===== src/pfu_pkg.sv =====
package pfu_pkg;

  typedef enum logic [2:0] {
    PFU_PLANAR4,
    PFU_PACKED8,
    PFU_RGB555,
    PFU_RGB565,
    PFU_MIXED,
    PFU_TRUE24
  } pfu_fmt_t;

  // memory and palette geometry
  localparam int PFU_PLANES     = 4;
  localparam int PFU_IDX_W      = 8;
  localparam int PFU_DAC_W      = 24;
  localparam int PFU_CPU_AW     = 16;
  localparam int PFU_PAGE_W     = 8;
  localparam int PFU_PAGE_SHIFT = 12;
  localparam int PFU_DISP_AW    = 20;
  localparam int PFU_WORD_BYTES = 4;
  localparam int PFU_Q_BYTES    = 8;
  localparam int PFU_PIX_PER_B  = 8;

  // bytes per pixel for the packed formats
  localparam logic [3:0] PFU_B_PACKED8 = 4'h1;
  localparam logic [3:0] PFU_B_HI      = 4'h2;
  localparam logic [3:0] PFU_B_TRUE    = 4'h3;

  // field positions inside the 16-bit pixel word
  localparam int PFU_MIX_SEL_BIT = 15;
  localparam int PFU_R5_LSB      = 10;
  localparam int PFU_G5_LSB      = 5;
  localparam int PFU_R6_LSB      = 11;
  localparam int PFU_G6_LSB      = 5;
  localparam int PFU_B_LSB       = 0;

  // resolution limits: 800 x 600 and 640 x 480
  localparam logic [10:0] PFU_HI_MAX_H = 11'h320;
  localparam logic [10:0] PFU_HI_MAX_V = 11'h258;
  localparam logic [10:0] PFU_TC_MAX_H = 11'h280;
  localparam logic [10:0] PFU_TC_MAX_V = 11'h1e0;

endpackage : pfu_pkg


===== src/pfu_cpu_map.sv =====
`timescale 1ns/100ps
module pfu_cpu_map (
  // mode and cpu address
  input  wire pfu_pkg::pfu_fmt_t fmt,
  input  wire logic [15:0]       cpu_addr,
  input  wire logic [7:0]        page_off,
  // plane settings
  input  wire logic [3:0]        plane_mask,
  input  wire logic [1:0]        rd_plane,
  // mapped access
  output logic [19:0]            word_addr,
  output logic [3:0]             lane_en,
  output logic [1:0]             rd_lane
);
  import pfu_pkg::*;

  logic [19:0] disp;

  // 4K page granularity: offset overlaps the top four cpu bits
  assign disp = {4'h0, cpu_addr} + {page_off, 12'h000};

  always_comb begin
    if (fmt == PFU_PLANAR4) begin
      word_addr = disp;
      lane_en   = plane_mask;
      rd_lane   = rd_plane;
    end else begin
      // low byte bits pick the plane, the rest the word
      word_addr = {2'b00, disp[19:2]};
      lane_en   = 4'(4'h1 << disp[1:0]);
      rd_lane   = disp[1:0];
    end
  end

endmodule : pfu_cpu_map


===== src/pfu_pix_decode.sv =====
`timescale 1ns/100ps
module pfu_pix_decode (
  // format and raw pixel
  input  wire pfu_pkg::pfu_fmt_t fmt,
  input  wire logic [23:0]       raw,
  input  wire logic [3:0]        nib,
  // towards the dac
  output logic [7:0]             lut_idx,
  output logic [23:0]            rgb,
  output logic                   direct
);
  import pfu_pkg::*;

  logic [15:0] w;

  assign w = raw[15:0];

  // expands 5-5-5 into 8-8-8, low bits zero
  function automatic logic [23:0] pfu_exp555(input logic [14:0] v);
    pfu_exp555 = {v[PFU_R5_LSB +: 5], 3'h0, v[PFU_G5_LSB +: 5], 3'h0, v[PFU_B_LSB +: 5], 3'h0};
  endfunction : pfu_exp555

  always_comb begin
    lut_idx = 8'h00;
    rgb     = 24'h000000;
    direct  = 1'b0;
    unique case (fmt)
      PFU_PLANAR4: begin
        lut_idx = {4'h0, nib};
      end
      PFU_PACKED8: begin
        lut_idx = raw[7:0];
      end
      PFU_RGB555: begin
        rgb    = pfu_exp555(w[14:0]);
        direct = 1'b1;
      end
      PFU_RGB565: begin
        rgb    = {w[PFU_R6_LSB +: 5], 3'h0, w[PFU_G6_LSB +: 6], 2'h0, w[PFU_B_LSB +: 5], 3'h0};
        direct = 1'b1;
      end
      PFU_MIXED: begin
        if (w[PFU_MIX_SEL_BIT]) begin
          lut_idx = w[7:0];
        end else begin
          rgb    = pfu_exp555(w[14:0]);
          direct = 1'b1;
        end
      end
      PFU_TRUE24: begin
        rgb    = {raw[23:16], raw[15:8], raw[7:0]};
        direct = 1'b1;
      end
      default: begin
        lut_idx = 8'h00;
      end
    endcase
  end

endmodule : pfu_pix_decode


===== src/pfu_unpacker.sv =====
`timescale 1ns/100ps
module pfu_unpacker #(
  parameter int DISP_AW = 20
) (
  // clock, reset, enable
  input  wire logic                 clk_sys,
  input  wire logic                 rst_n,
  input  wire logic                 ce,
  // mode configuration
  input  wire pfu_pkg::pfu_fmt_t    fmt,
  input  wire logic [10:0]          h_size,
  input  wire logic [10:0]          v_size,
  // cpu access
  input  wire logic                 cpu_req,
  input  wire logic                 cpu_we,
  input  wire logic [15:0]          cpu_addr,
  input  wire logic [7:0]           cpu_wdata,
  input  wire logic [7:0]           page_off,
  input  wire logic [3:0]           plane_mask,
  input  wire logic [1:0]           rd_plane,
  output logic [7:0]                cpu_rdata,
  output logic                      cpu_ack,
  // cpu side of display memory
  output logic                      cmem_req,
  output logic                      cmem_we,
  output logic [DISP_AW-1:0]        cmem_addr,
  output logic [3:0]                cmem_be,
  output logic [31:0]               cmem_wdata,
  input  wire logic                 cmem_ack,
  input  wire logic [31:0]          cmem_rdata,
  // display fetch side of display memory
  input  wire logic                 frame_start,
  input  wire logic [DISP_AW-1:0]   scan_base,
  output logic                      dmem_req,
  output logic [DISP_AW-1:0]        dmem_addr,
  input  wire logic                 dmem_ack,
  input  wire logic [31:0]          dmem_rdata,
  // pixel stream to the palette dac
  input  wire logic                 pix_en,
  output logic                      dac_valid,
  output logic                      dac_direct,
  output logic [7:0]                dac_lut_idx,
  output logic [23:0]               dac_rgb,
  output logic                      underrun,
  output logic                      mode_ok
);
  import pfu_pkg::*;

  ////////////////////////////////////////////////////////////////////////////
  // elaboration check

  if (DISP_AW < PFU_PAGE_W + PFU_PAGE_SHIFT) begin : g_bad_aw
    $error("display address too narrow for the page adder");
  end

  ////////////////////////////////////////////////////////////////////////////
  // declarations

  logic [19:0]        map_addr;
  logic [3:0]         map_be;
  logic [1:0]         map_lane;
  logic               cmem_req_r;
  logic               cmem_we_r;
  logic [DISP_AW-1:0] cmem_addr_r;
  logic [3:0]         cmem_be_r;
  logic [31:0]        cmem_wdata_r;
  logic [1:0]         rd_lane_r;
  logic [7:0]         cpu_rdata_r;
  logic               cpu_ack_r;
  logic               cpu_take;

  logic               dmem_req_r;
  logic [DISP_AW-1:0] dmem_addr_r;
  logic [63:0]        acc_r;
  logic [63:0]        acc_nxt;
  logic [3:0]         q_cnt_r;
  logic [3:0]         q_cnt_nxt;
  logic [31:0]        pl_r;
  logic [3:0]         pl_cnt_r;
  logic [3:0]         need;
  logic [3:0]         q_pop;
  logic [3:0]         cnt_pop;
  logic               planar;
  logic               have;
  logic               fire;
  logic               push;
  logic               pl_load;
  logic               fetch_go;
  logic [3:0]         nib;
  logic               mode_ok_r;
  logic               mode_ok_nxt;

  logic [7:0]         dec_idx;
  logic [23:0]        dec_rgb;
  logic               dec_direct;
  logic               dac_valid_r;
  logic               dac_direct_r;
  logic [7:0]         dac_lut_idx_r;
  logic [23:0]        dac_rgb_r;
  logic               underrun_r;

  ////////////////////////////////////////////////////////////////////////////
  // cpu access path

  pfu_cpu_map u_map (
    .fmt        (fmt),
    .cpu_addr   (cpu_addr),
    .page_off   (page_off),
    .plane_mask (plane_mask),
    .rd_plane   (rd_plane),
    .word_addr  (map_addr),
    .lane_en    (map_be),
    .rd_lane    (map_lane)
  );

  // a request while one is open is dropped; cpu waits for cpu_ack
  assign cpu_take = cpu_req && !cmem_req_r;

  always_ff @(posedge clk_sys or negedge rst_n) begin
    if (!rst_n) begin
      cmem_req_r   <= 1'b0;
      cmem_we_r    <= 1'b0;
      cmem_addr_r  <= '0;
      cmem_be_r    <= 4'h0;
      cmem_wdata_r <= 32'h00000000;
      rd_lane_r    <= 2'h0;
    end else if (ce) begin
      if (cpu_take) begin
        cmem_req_r   <= 1'b1;
        cmem_we_r    <= cpu_we;
        cmem_addr_r  <= DISP_AW'(map_addr);
        cmem_be_r    <= map_be;
        cmem_wdata_r <= {PFU_PLANES{cpu_wdata}};
        rd_lane_r    <= map_lane;
      end else if (cmem_req_r && cmem_ack) begin
        cmem_req_r <= 1'b0;
      end
    end
  end

  always_ff @(posedge clk_sys or negedge rst_n) begin
    if (!rst_n) begin
      cpu_ack_r   <= 1'b0;
      cpu_rdata_r <= 8'h00;
    end else if (ce) begin
      cpu_ack_r <= cmem_req_r && cmem_ack;
      if (cmem_req_r && cmem_ack && !cmem_we_r) begin
        cpu_rdata_r <= cmem_rdata[{rd_lane_r, 3'b000} +: 8];
      end
    end
  end

  ////////////////////////////////////////////////////////////////////////////
  // mode limits

  always_comb begin
    unique case (fmt)
      PFU_RGB555, PFU_RGB565, PFU_MIXED: begin
        mode_ok_nxt = (h_size <= PFU_HI_MAX_H) && (v_size <= PFU_HI_MAX_V);
      end
      PFU_TRUE24: begin
        mode_ok_nxt = (h_size <= PFU_TC_MAX_H) && (v_size <= PFU_TC_MAX_V);
      end
      PFU_PLANAR4, PFU_PACKED8: begin
        mode_ok_nxt = 1'b1;
      end
      default: begin
        mode_ok_nxt = 1'b0;
      end
    endcase
  end

  always_ff @(posedge clk_sys or negedge rst_n) begin
    if (!rst_n) begin
      mode_ok_r <= 1'b0;
    end else if (ce) begin
      mode_ok_r <= mode_ok_nxt;
    end
  end

  ////////////////////////////////////////////////////////////////////////////
  // byte queue and planar shifter

  assign planar = (fmt == PFU_PLANAR4);

  always_comb begin
    unique case (fmt)
      PFU_PACKED8: need = PFU_B_PACKED8;
      PFU_TRUE24:  need = PFU_B_TRUE;
      default:     need = PFU_B_HI;
    endcase
  end

  assign have    = planar ? (pl_cnt_r != 4'h0) : (q_cnt_r >= need);
  assign fire    = pix_en && have;
  assign push    = dmem_req_r && dmem_ack;
  assign q_pop   = (fire && !planar) ? need : 4'h0;
  assign cnt_pop = q_cnt_r - q_pop;
  // planar keeps one spare word queued behind the shifter
  assign pl_load = planar && (q_cnt_r == 4'(PFU_WORD_BYTES)) &&
                   ((pl_cnt_r == 4'h0) || (fire && pl_cnt_r == 4'h1));

  always_comb begin
    acc_nxt   = acc_r >> {q_pop, 3'b000};
    q_cnt_nxt = cnt_pop;
    if (pl_load) begin
      // word moved to the shifter; stale bits would merge into the next fetch
      acc_nxt   = 64'h0000000000000000;
      q_cnt_nxt = 4'h0;
    end
    if (push) begin
      // oldest byte sits lowest, so blue of a true-colour pixel leads
      acc_nxt   = acc_nxt | ({32'h00000000, dmem_rdata} << {cnt_pop, 3'b000});
      q_cnt_nxt = cnt_pop + 4'(PFU_WORD_BYTES);
    end
  end

  always_ff @(posedge clk_sys or negedge rst_n) begin
    if (!rst_n) begin
      acc_r   <= 64'h0000000000000000;
      q_cnt_r <= 4'h0;
    end else if (ce) begin
      if (frame_start) begin
        acc_r   <= 64'h0000000000000000;
        q_cnt_r <= 4'h0;
      end else begin
        acc_r   <= acc_nxt;
        q_cnt_r <= q_cnt_nxt;
      end
    end
  end

  // plane 3 gives the nibble msb; leftmost pixel is bit 7
  assign nib = {pl_r[31], pl_r[23], pl_r[15], pl_r[7]};

  always_ff @(posedge clk_sys or negedge rst_n) begin
    if (!rst_n) begin
      pl_r     <= 32'h00000000;
      pl_cnt_r <= 4'h0;
    end else if (ce) begin
      if (frame_start) begin
        pl_cnt_r <= 4'h0;
      end else if (pl_load) begin
        pl_r     <= acc_r[31:0];
        pl_cnt_r <= 4'(PFU_PIX_PER_B);
      end else if (fire && planar) begin
        pl_r     <= (pl_r << 1) & 32'hfefefefe;
        pl_cnt_r <= pl_cnt_r - 4'h1;
      end
    end
  end

  ////////////////////////////////////////////////////////////////////////////
  // display fetch

  // room for a whole word even if nothing is popped this cycle
  assign fetch_go = !dmem_req_r && (planar ? (q_cnt_r == 4'h0) : (q_cnt_r <= 4'h4));

  always_ff @(posedge clk_sys or negedge rst_n) begin
    if (!rst_n) begin
      dmem_req_r  <= 1'b0;
      dmem_addr_r <= '0;
    end else if (ce) begin
      if (frame_start) begin
        dmem_req_r  <= 1'b0;
        dmem_addr_r <= scan_base;
      end else if (push) begin
        dmem_req_r  <= 1'b0;
        dmem_addr_r <= dmem_addr_r + DISP_AW'(1);
      end else if (fetch_go) begin
        dmem_req_r <= 1'b1;
      end
    end
  end

  ////////////////////////////////////////////////////////////////////////////
  // pixel decode and dac register

  pfu_pix_decode u_dec (
    .fmt     (fmt),
    .raw     (acc_r[23:0]),
    .nib     (nib),
    .lut_idx (dec_idx),
    .rgb     (dec_rgb),
    .direct  (dec_direct)
  );

  always_ff @(posedge clk_sys or negedge rst_n) begin
    if (!rst_n) begin
      dac_valid_r   <= 1'b0;
      dac_direct_r  <= 1'b0;
      dac_lut_idx_r <= 8'h00;
      dac_rgb_r     <= 24'h000000;
      underrun_r    <= 1'b0;
    end else if (ce) begin
      dac_valid_r <= fire;
      underrun_r  <= pix_en && !have;
      // an oversize direct mode blanks rather than showing garbage
      if (fire && mode_ok_r) begin
        dac_direct_r  <= dec_direct;
        dac_lut_idx_r <= dec_idx;
        dac_rgb_r     <= dec_rgb;
      end else begin
        dac_direct_r  <= 1'b0;
        dac_lut_idx_r <= 8'h00;
        dac_rgb_r     <= 24'h000000;
      end
    end
  end

  assign cpu_rdata   = cpu_rdata_r;
  assign cpu_ack     = cpu_ack_r;
  assign cmem_req    = cmem_req_r;
  assign cmem_we     = cmem_we_r;
  assign cmem_addr   = cmem_addr_r;
  assign cmem_be     = cmem_be_r;
  assign cmem_wdata  = cmem_wdata_r;
  assign dmem_req    = dmem_req_r;
  assign dmem_addr   = dmem_addr_r;
  assign dac_valid   = dac_valid_r;
  assign dac_direct  = dac_direct_r;
  assign dac_lut_idx = dac_lut_idx_r;
  assign dac_rgb     = dac_rgb_r;
  assign underrun    = underrun_r;
  assign mode_ok     = mode_ok_r;
endmodule : pfu_unpacker


===== config.mk =====
export PLATFORM = sky130hd
export DESIGN_NAME = pfu_unpacker
export DESIGN_NICKNAME = d
export VERILOG_FILES = /design/src/pfu_pkg.sv /design/src/pfu_cpu_map.sv /design/src/pfu_pix_decode.sv /design/src/pfu_unpacker.sv
export SDC_FILE = /design/constraint.sdc
export NUM_CORES = 1
export LEC_CHECK = 0
export ABC_AREA = 1
export BUFFER_PORTS_ARGS = -buffer_cell sky130_fd_sc_hd__buf_2
export CAP_MARGIN = 20
export CORE_ASPECT_RATIO = 0.8
export CORE_UTILIZATION = 40
export CTS_BUF_LIST = sky130_fd_sc_hd__clkbuf_8
export DETAILED_ROUTE_END_ITERATION = 7
export GPL_ROUTABILITY_DRIVEN = 1
export PLACE_DENSITY = 0.62
export SLEW_MARGIN = 40
export SYNTH_ARGS = -nofsm -noshare
export SYNTH_HDL_FRONTEND = slang
export SYNTH_SLANG_ARGS = --single-unit
export TNS_END_PERCENT = 10

===== constraint.sdc =====
create_clock -name clk_sys -period 6.7 [get_ports clk_sys]
set_clock_uncertainty 0.1 [all_clocks]
set_input_delay 0.67 -clock clk_sys [delete_from_list [all_inputs] [get_ports clk_sys]]
set_output_delay 0.67 -clock clk_sys [all_outputs]
set_load 0.1 [all_outputs]

==> impl_metrics.xml <==
<?xml version="1.0" encoding="UTF-8"?>
<metrics>
  <group name="drt">
    <metric name="drt_pre_antenna_iters" unit="">5</metric>
    <metric name="via_count" unit="">13900</metric>
    <metric name="detail_route.iter0.violations" unit="">1148</metric>
    <metric name="vias_per_cell" unit="">5.30</metric>
    <metric name="routed_wire_length_per_instance" unit="µm">17.1</metric>
    <metric name="routed_wl" unit="µm">44900</metric>
    <metric name="remaining_drc_errors" unit="">0</metric>
    <metric name="antenna_violating_nets_post_route" unit="">0</metric>
  </group>
  <group name="synthesis">
    <metric name="synth.most_common_cell" unit="">nand2_1</metric>
    <metric name="seq_area_frac_synth" unit="%">39.0</metric>
    <metric name="synthesis.area_per_instance" unit="µm²">6.74</metric>
    <metric name="yosys.area.top_type" unit="">dfrtp_1</metric>
    <metric name="synthesized_instance_count" unit="">1960</metric>
    <metric name="synth_enable_flop_cells" unit="">0</metric>
    <metric name="netlist-cell-type-count" unit="">45</metric>
    <metric name="netlist_top_cells_area" unit="">dfrtp_1, nand2_1, nand3_1</metric>
    <metric name="asyncSetResetFlopFracSynth" unit="%">100</metric>
    <metric name="syn_nets" unit="">2129</metric>
    <metric name="yosysTopAreaCellShare" unit="%">39.0</metric>
    <metric name="synth_seq_cells" unit="">206</metric>
    <metric name="yosys_warnings" unit="">0</metric>
    <metric name="syn-cell-area" unit="µm²">13200</metric>
    <metric name="synth-main-ff-cell" unit="">dfrtp_1</metric>
    <metric name="netlist_top_cells_count" unit="">nand2_1, dfrtp_1, nand3_1, inv_1, o21ai_0</metric>
  </group>
  <group name="layout">
    <metric name="antennaDiodeCount" unit="">0</metric>
    <metric name="fill_cells" unit="">3438</metric>
    <metric name="flow.area_growth_from_synthesis" unit="%">17.4</metric>
    <metric name="nets" unit="">2335</metric>
    <metric name="drive_gt1_share" unit="%">18.3</metric>
  </group>
  <group name="power_and_ir_drop">
    <metric name="standby_leakage_power" unit="nW">8.44</metric>
    <metric name="cellPowerDensity" unit="nW/µm²">448</metric>
    <metric name="vdd.ir_drop.worst" unit="mV">0.412</metric>
    <metric name="design_power_total" unit="mW">6.95</metric>
  </group>
  <group name="critical_path">
    <metric name="critical-path-slowest-cell" unit="">fa_1</metric>
    <metric name="cell_breakdown_of_the_critical_path" unit="">buf_2 -&gt; inv_2 -&gt; nor2_4 -&gt; inv_1 -&gt; nor2_1 -&gt; ha_1 -&gt; nand2_1 -&gt; nand2_4 -&gt; nand2_2 -&gt; nor2_4 -&gt; nand3_4 -&gt; inv_1 -&gt; fa_1 -&gt; buf_4 -&gt; inv_2 -&gt; nand3_1 -&gt; nand2_1 -&gt; inv_1 -&gt; nor2_1 -&gt; nand2_1 -&gt; nand2_1 -&gt; nand2_1 -&gt; nand2_1</metric>
    <metric name="crit_path_frequent_cell" unit="">nand2_1</metric>
    <metric name="critical_path.startpoint_type" unit="">input pin</metric>
    <metric name="timing.critical_path.to_type" unit="">flop</metric>
    <metric name="worst_ep_arrival_time" unit="ps">4930</metric>
    <metric name="critical_path.max_stage_delay" unit="ps">680</metric>
    <metric name="worst_ep_required_time" unit="ps">7090</metric>
    <metric name="critical_path_class" unit="">input pin to flop</metric>
    <metric name="worst-path-max-fanout" unit="">37</metric>
  </group>
  <group name="floorplan">
    <metric name="floorplan.rows" unit="">59</metric>
    <metric name="ioPinCount" unit="">280</metric>
    <metric name="dieWidth" unit="µm">205</metric>
    <metric name="die_height" unit="µm">165</metric>
    <metric name="core-area" unit="µm²">32500</metric>
    <metric name="fp.dieArea" unit="µm²">33800</metric>
    <metric name="start_util" unit="%">40.7</metric>
  </group>
  <group name="global_routing">
    <metric name="pin_count_of_the_biggest_net_entering_global_routing" unit="">98</metric>
    <metric name="total_routing_usage_reported_by_global_routing" unit="%">26.3</metric>
    <metric name="grt_first_pass_wirelength" unit="µm">70500</metric>
    <metric name="antenna_violations_before_repair" unit="">1</metric>
    <metric name="first_global_vias" unit="">12800</metric>
    <metric name="gr-total-overflow" unit="">0</metric>
  </group>
  <group name="timing">
    <metric name="rsz_0062_raised_after_global_routing" unit="">false</metric>
    <metric name="setup_violations" unit="">0</metric>
    <metric name="finalMaxSlewViolations" unit="">0</metric>
    <metric name="slew-limit-headroom" unit="%">44.9</metric>
    <metric name="finalSetupTns" unit="ps">0</metric>
    <metric name="layout_min_cycle_time" unit="ps">4540</metric>
    <metric name="timing.final.hold_violations" unit="">0</metric>
    <metric name="slew_of_the_pin_with_the_lowest_slew_margin" unit="ps">826</metric>
    <metric name="maxClockFrequency" unit="MHz">220</metric>
    <metric name="fin_crit_sh" unit="%">67.7</metric>
  </group>
  <group name="run">
    <metric name="drv_cap" unit="">0</metric>
  </group>
  <group name="clocking">
    <metric name="clock_sinks" unit="">206</metric>
    <metric name="cts_tree" unit="">built</metric>
    <metric name="cts_max_level" unit="">2</metric>
    <metric name="numCtsBuffers" unit="">38</metric>
    <metric name="worst_path_clk_slew" unit="ps">60</metric>
    <metric name="cts_setup_buffers" unit="">0</metric>
    <metric name="clk_path_buf_depth" unit="">3</metric>
    <metric name="insertion_delay" unit="ps">570</metric>
    <metric name="clockRootBuffer" unit="">clkbuf_8</metric>
  </group>
  <group name="place">
    <metric name="io_buffers" unit="">279</metric>
    <metric name="gp_routability_congestion" unit="">0.912</metric>
    <metric name="place.detailed.hpwl" unit="µm">32200</metric>
  </group>
  <group name="hold_path">
    <metric name="worst_hold_path_type" unit="">input pin to flop</metric>
  </group>
  <group name="outcome">
    <metric name="run_status" unit="">finished, final reports clean</metric>
  </group>
</metrics>
per-stage QoR:
stage	hold WS (ps)	setup WS, ps	area, µm²	instances	utilization, %
final	233	2160	15500	2621	47.8
after global routing	223	1890	15500	2621	47.8
after CTS	53.1	1870	15500	2619	47.6
after detailed placement	367	1370	14600	2551	45.0
after global placement	361	1600	14600	2551	45.0
after floorplan	274	2890	13200	1960	-
cell usage in the layout (no fill, tap or decap), types with 3 or more instances in the layout:
cell	n
dfrtp_1	206
nor2_1	127
nand3_1	174
clkinv_2	6
nor3_1	6
inv_2	11
o221ai_1	16
o21ai_1	6
o211ai_1	28
ha_1	11
a22o_1	5
nor2_2	5
buf_4	12
o22ai_1	22
or2_2	4
buf_2	278
mux2i_1	5
xor2_1	10
xnor2_1	5
nand2_2	8
clkbuf_8	56
nand4_1	7
nor4_1	3
a22oi_1	6
o21ai_0	158
nand2_1	755
a31oi_1	33
nor2_4	8
a21oi_1	25
inv_1	171
where the power goes:
part	switching (mW)	leakage, nW	internal [mW]
Combinational	2.89	5.30	0.834
Clock	0.576	0.463	0.775
Sequential	0.301	2.68	1.58
Total	3.76	8.44	3.19
layer usage:
layer | up-vias | wire length, µm | track usage, % | part of all wire [%]
met4 | 2 | 967 | 6.90 | 2.2
met1 | 6548 | 20500 | 37.8 | 46
met3 | 78 | 3310 | 5.35 | 7.4
met2 | 552 | 20100 | 40.1 | 45
li1 | 6721 | - | - | -
met5 | - | 13 | 0 | 0.029
sequential cells by signal, indices dropped and copies added, names as in the netlist, 8 cells and up:
register     count
cpu_rdata        8
dac_rgb         24
dmem_addr       20
acc_r           64
dac_lut_idx      8
pl_r            32
cmem_addr       20
cmem_wdata       8
worst paths after layout:
| kind | start | end | slack [ps] | cells past startpoint |
|---|---|---|---|---|
| min in group asynchronous | rst_n | acc_r[8] | 450 | 2 |
| hold / removal | cpu_we | cmem_we | 230 | 3 |
| setup / recovery | fmt[0] | acc_r[48] | 2160 | 23 |
| setup reg to reg | q_cnt_r[0] | acc_r[48] | 2180 | 21 |
| max in group asynchronous | rst_n | cmem_req | 5060 | 3 |
| hold reg to reg | dac_rgb[18] | dac_rgb[18] | 380 | 2 |
critical path, delay by kind of cell:
| family | cells | cell delay (ps) |
|---|---|---|
| simple gates | 14 | 2030 |
| buf+inv | 7 | 1370 |
| fa+ha+maj | 2 | 850 |
cell families (layout without fill, tap and decap cells):
group                      Yosys count  after routing  synth area share, %
muxes                                5              5                0.379
DFF                                206            206                 39.0
buffers and inverters              308            542                 10.1
xor gates and xnor gates            16             16                 1.12
adders and majority gates           13             13                 1.34
and+or+nand+nor                   1102           1102                 34.3
AOI/OAI and AO/OA                  310            310                 13.8
final cells by class:
cell class	instances	area [µm²]	area share (%)
inverters	180	679	4.38
clock inverters	12	81.3	0.524
well taps	427	534	3.44
repair buffers	294	1550	9.96
multi-input cells	1446	6750	43.5
flip-flops and latches	206	5150	33.2
clock buffers	56	771	4.97
what timing repair did:
item,CTS,global route
hold buffers,0,1
hold endpoints to repair,0,22
gates resized for setup,0,0
Note: power is estimated with default switching activity, not from simulation.
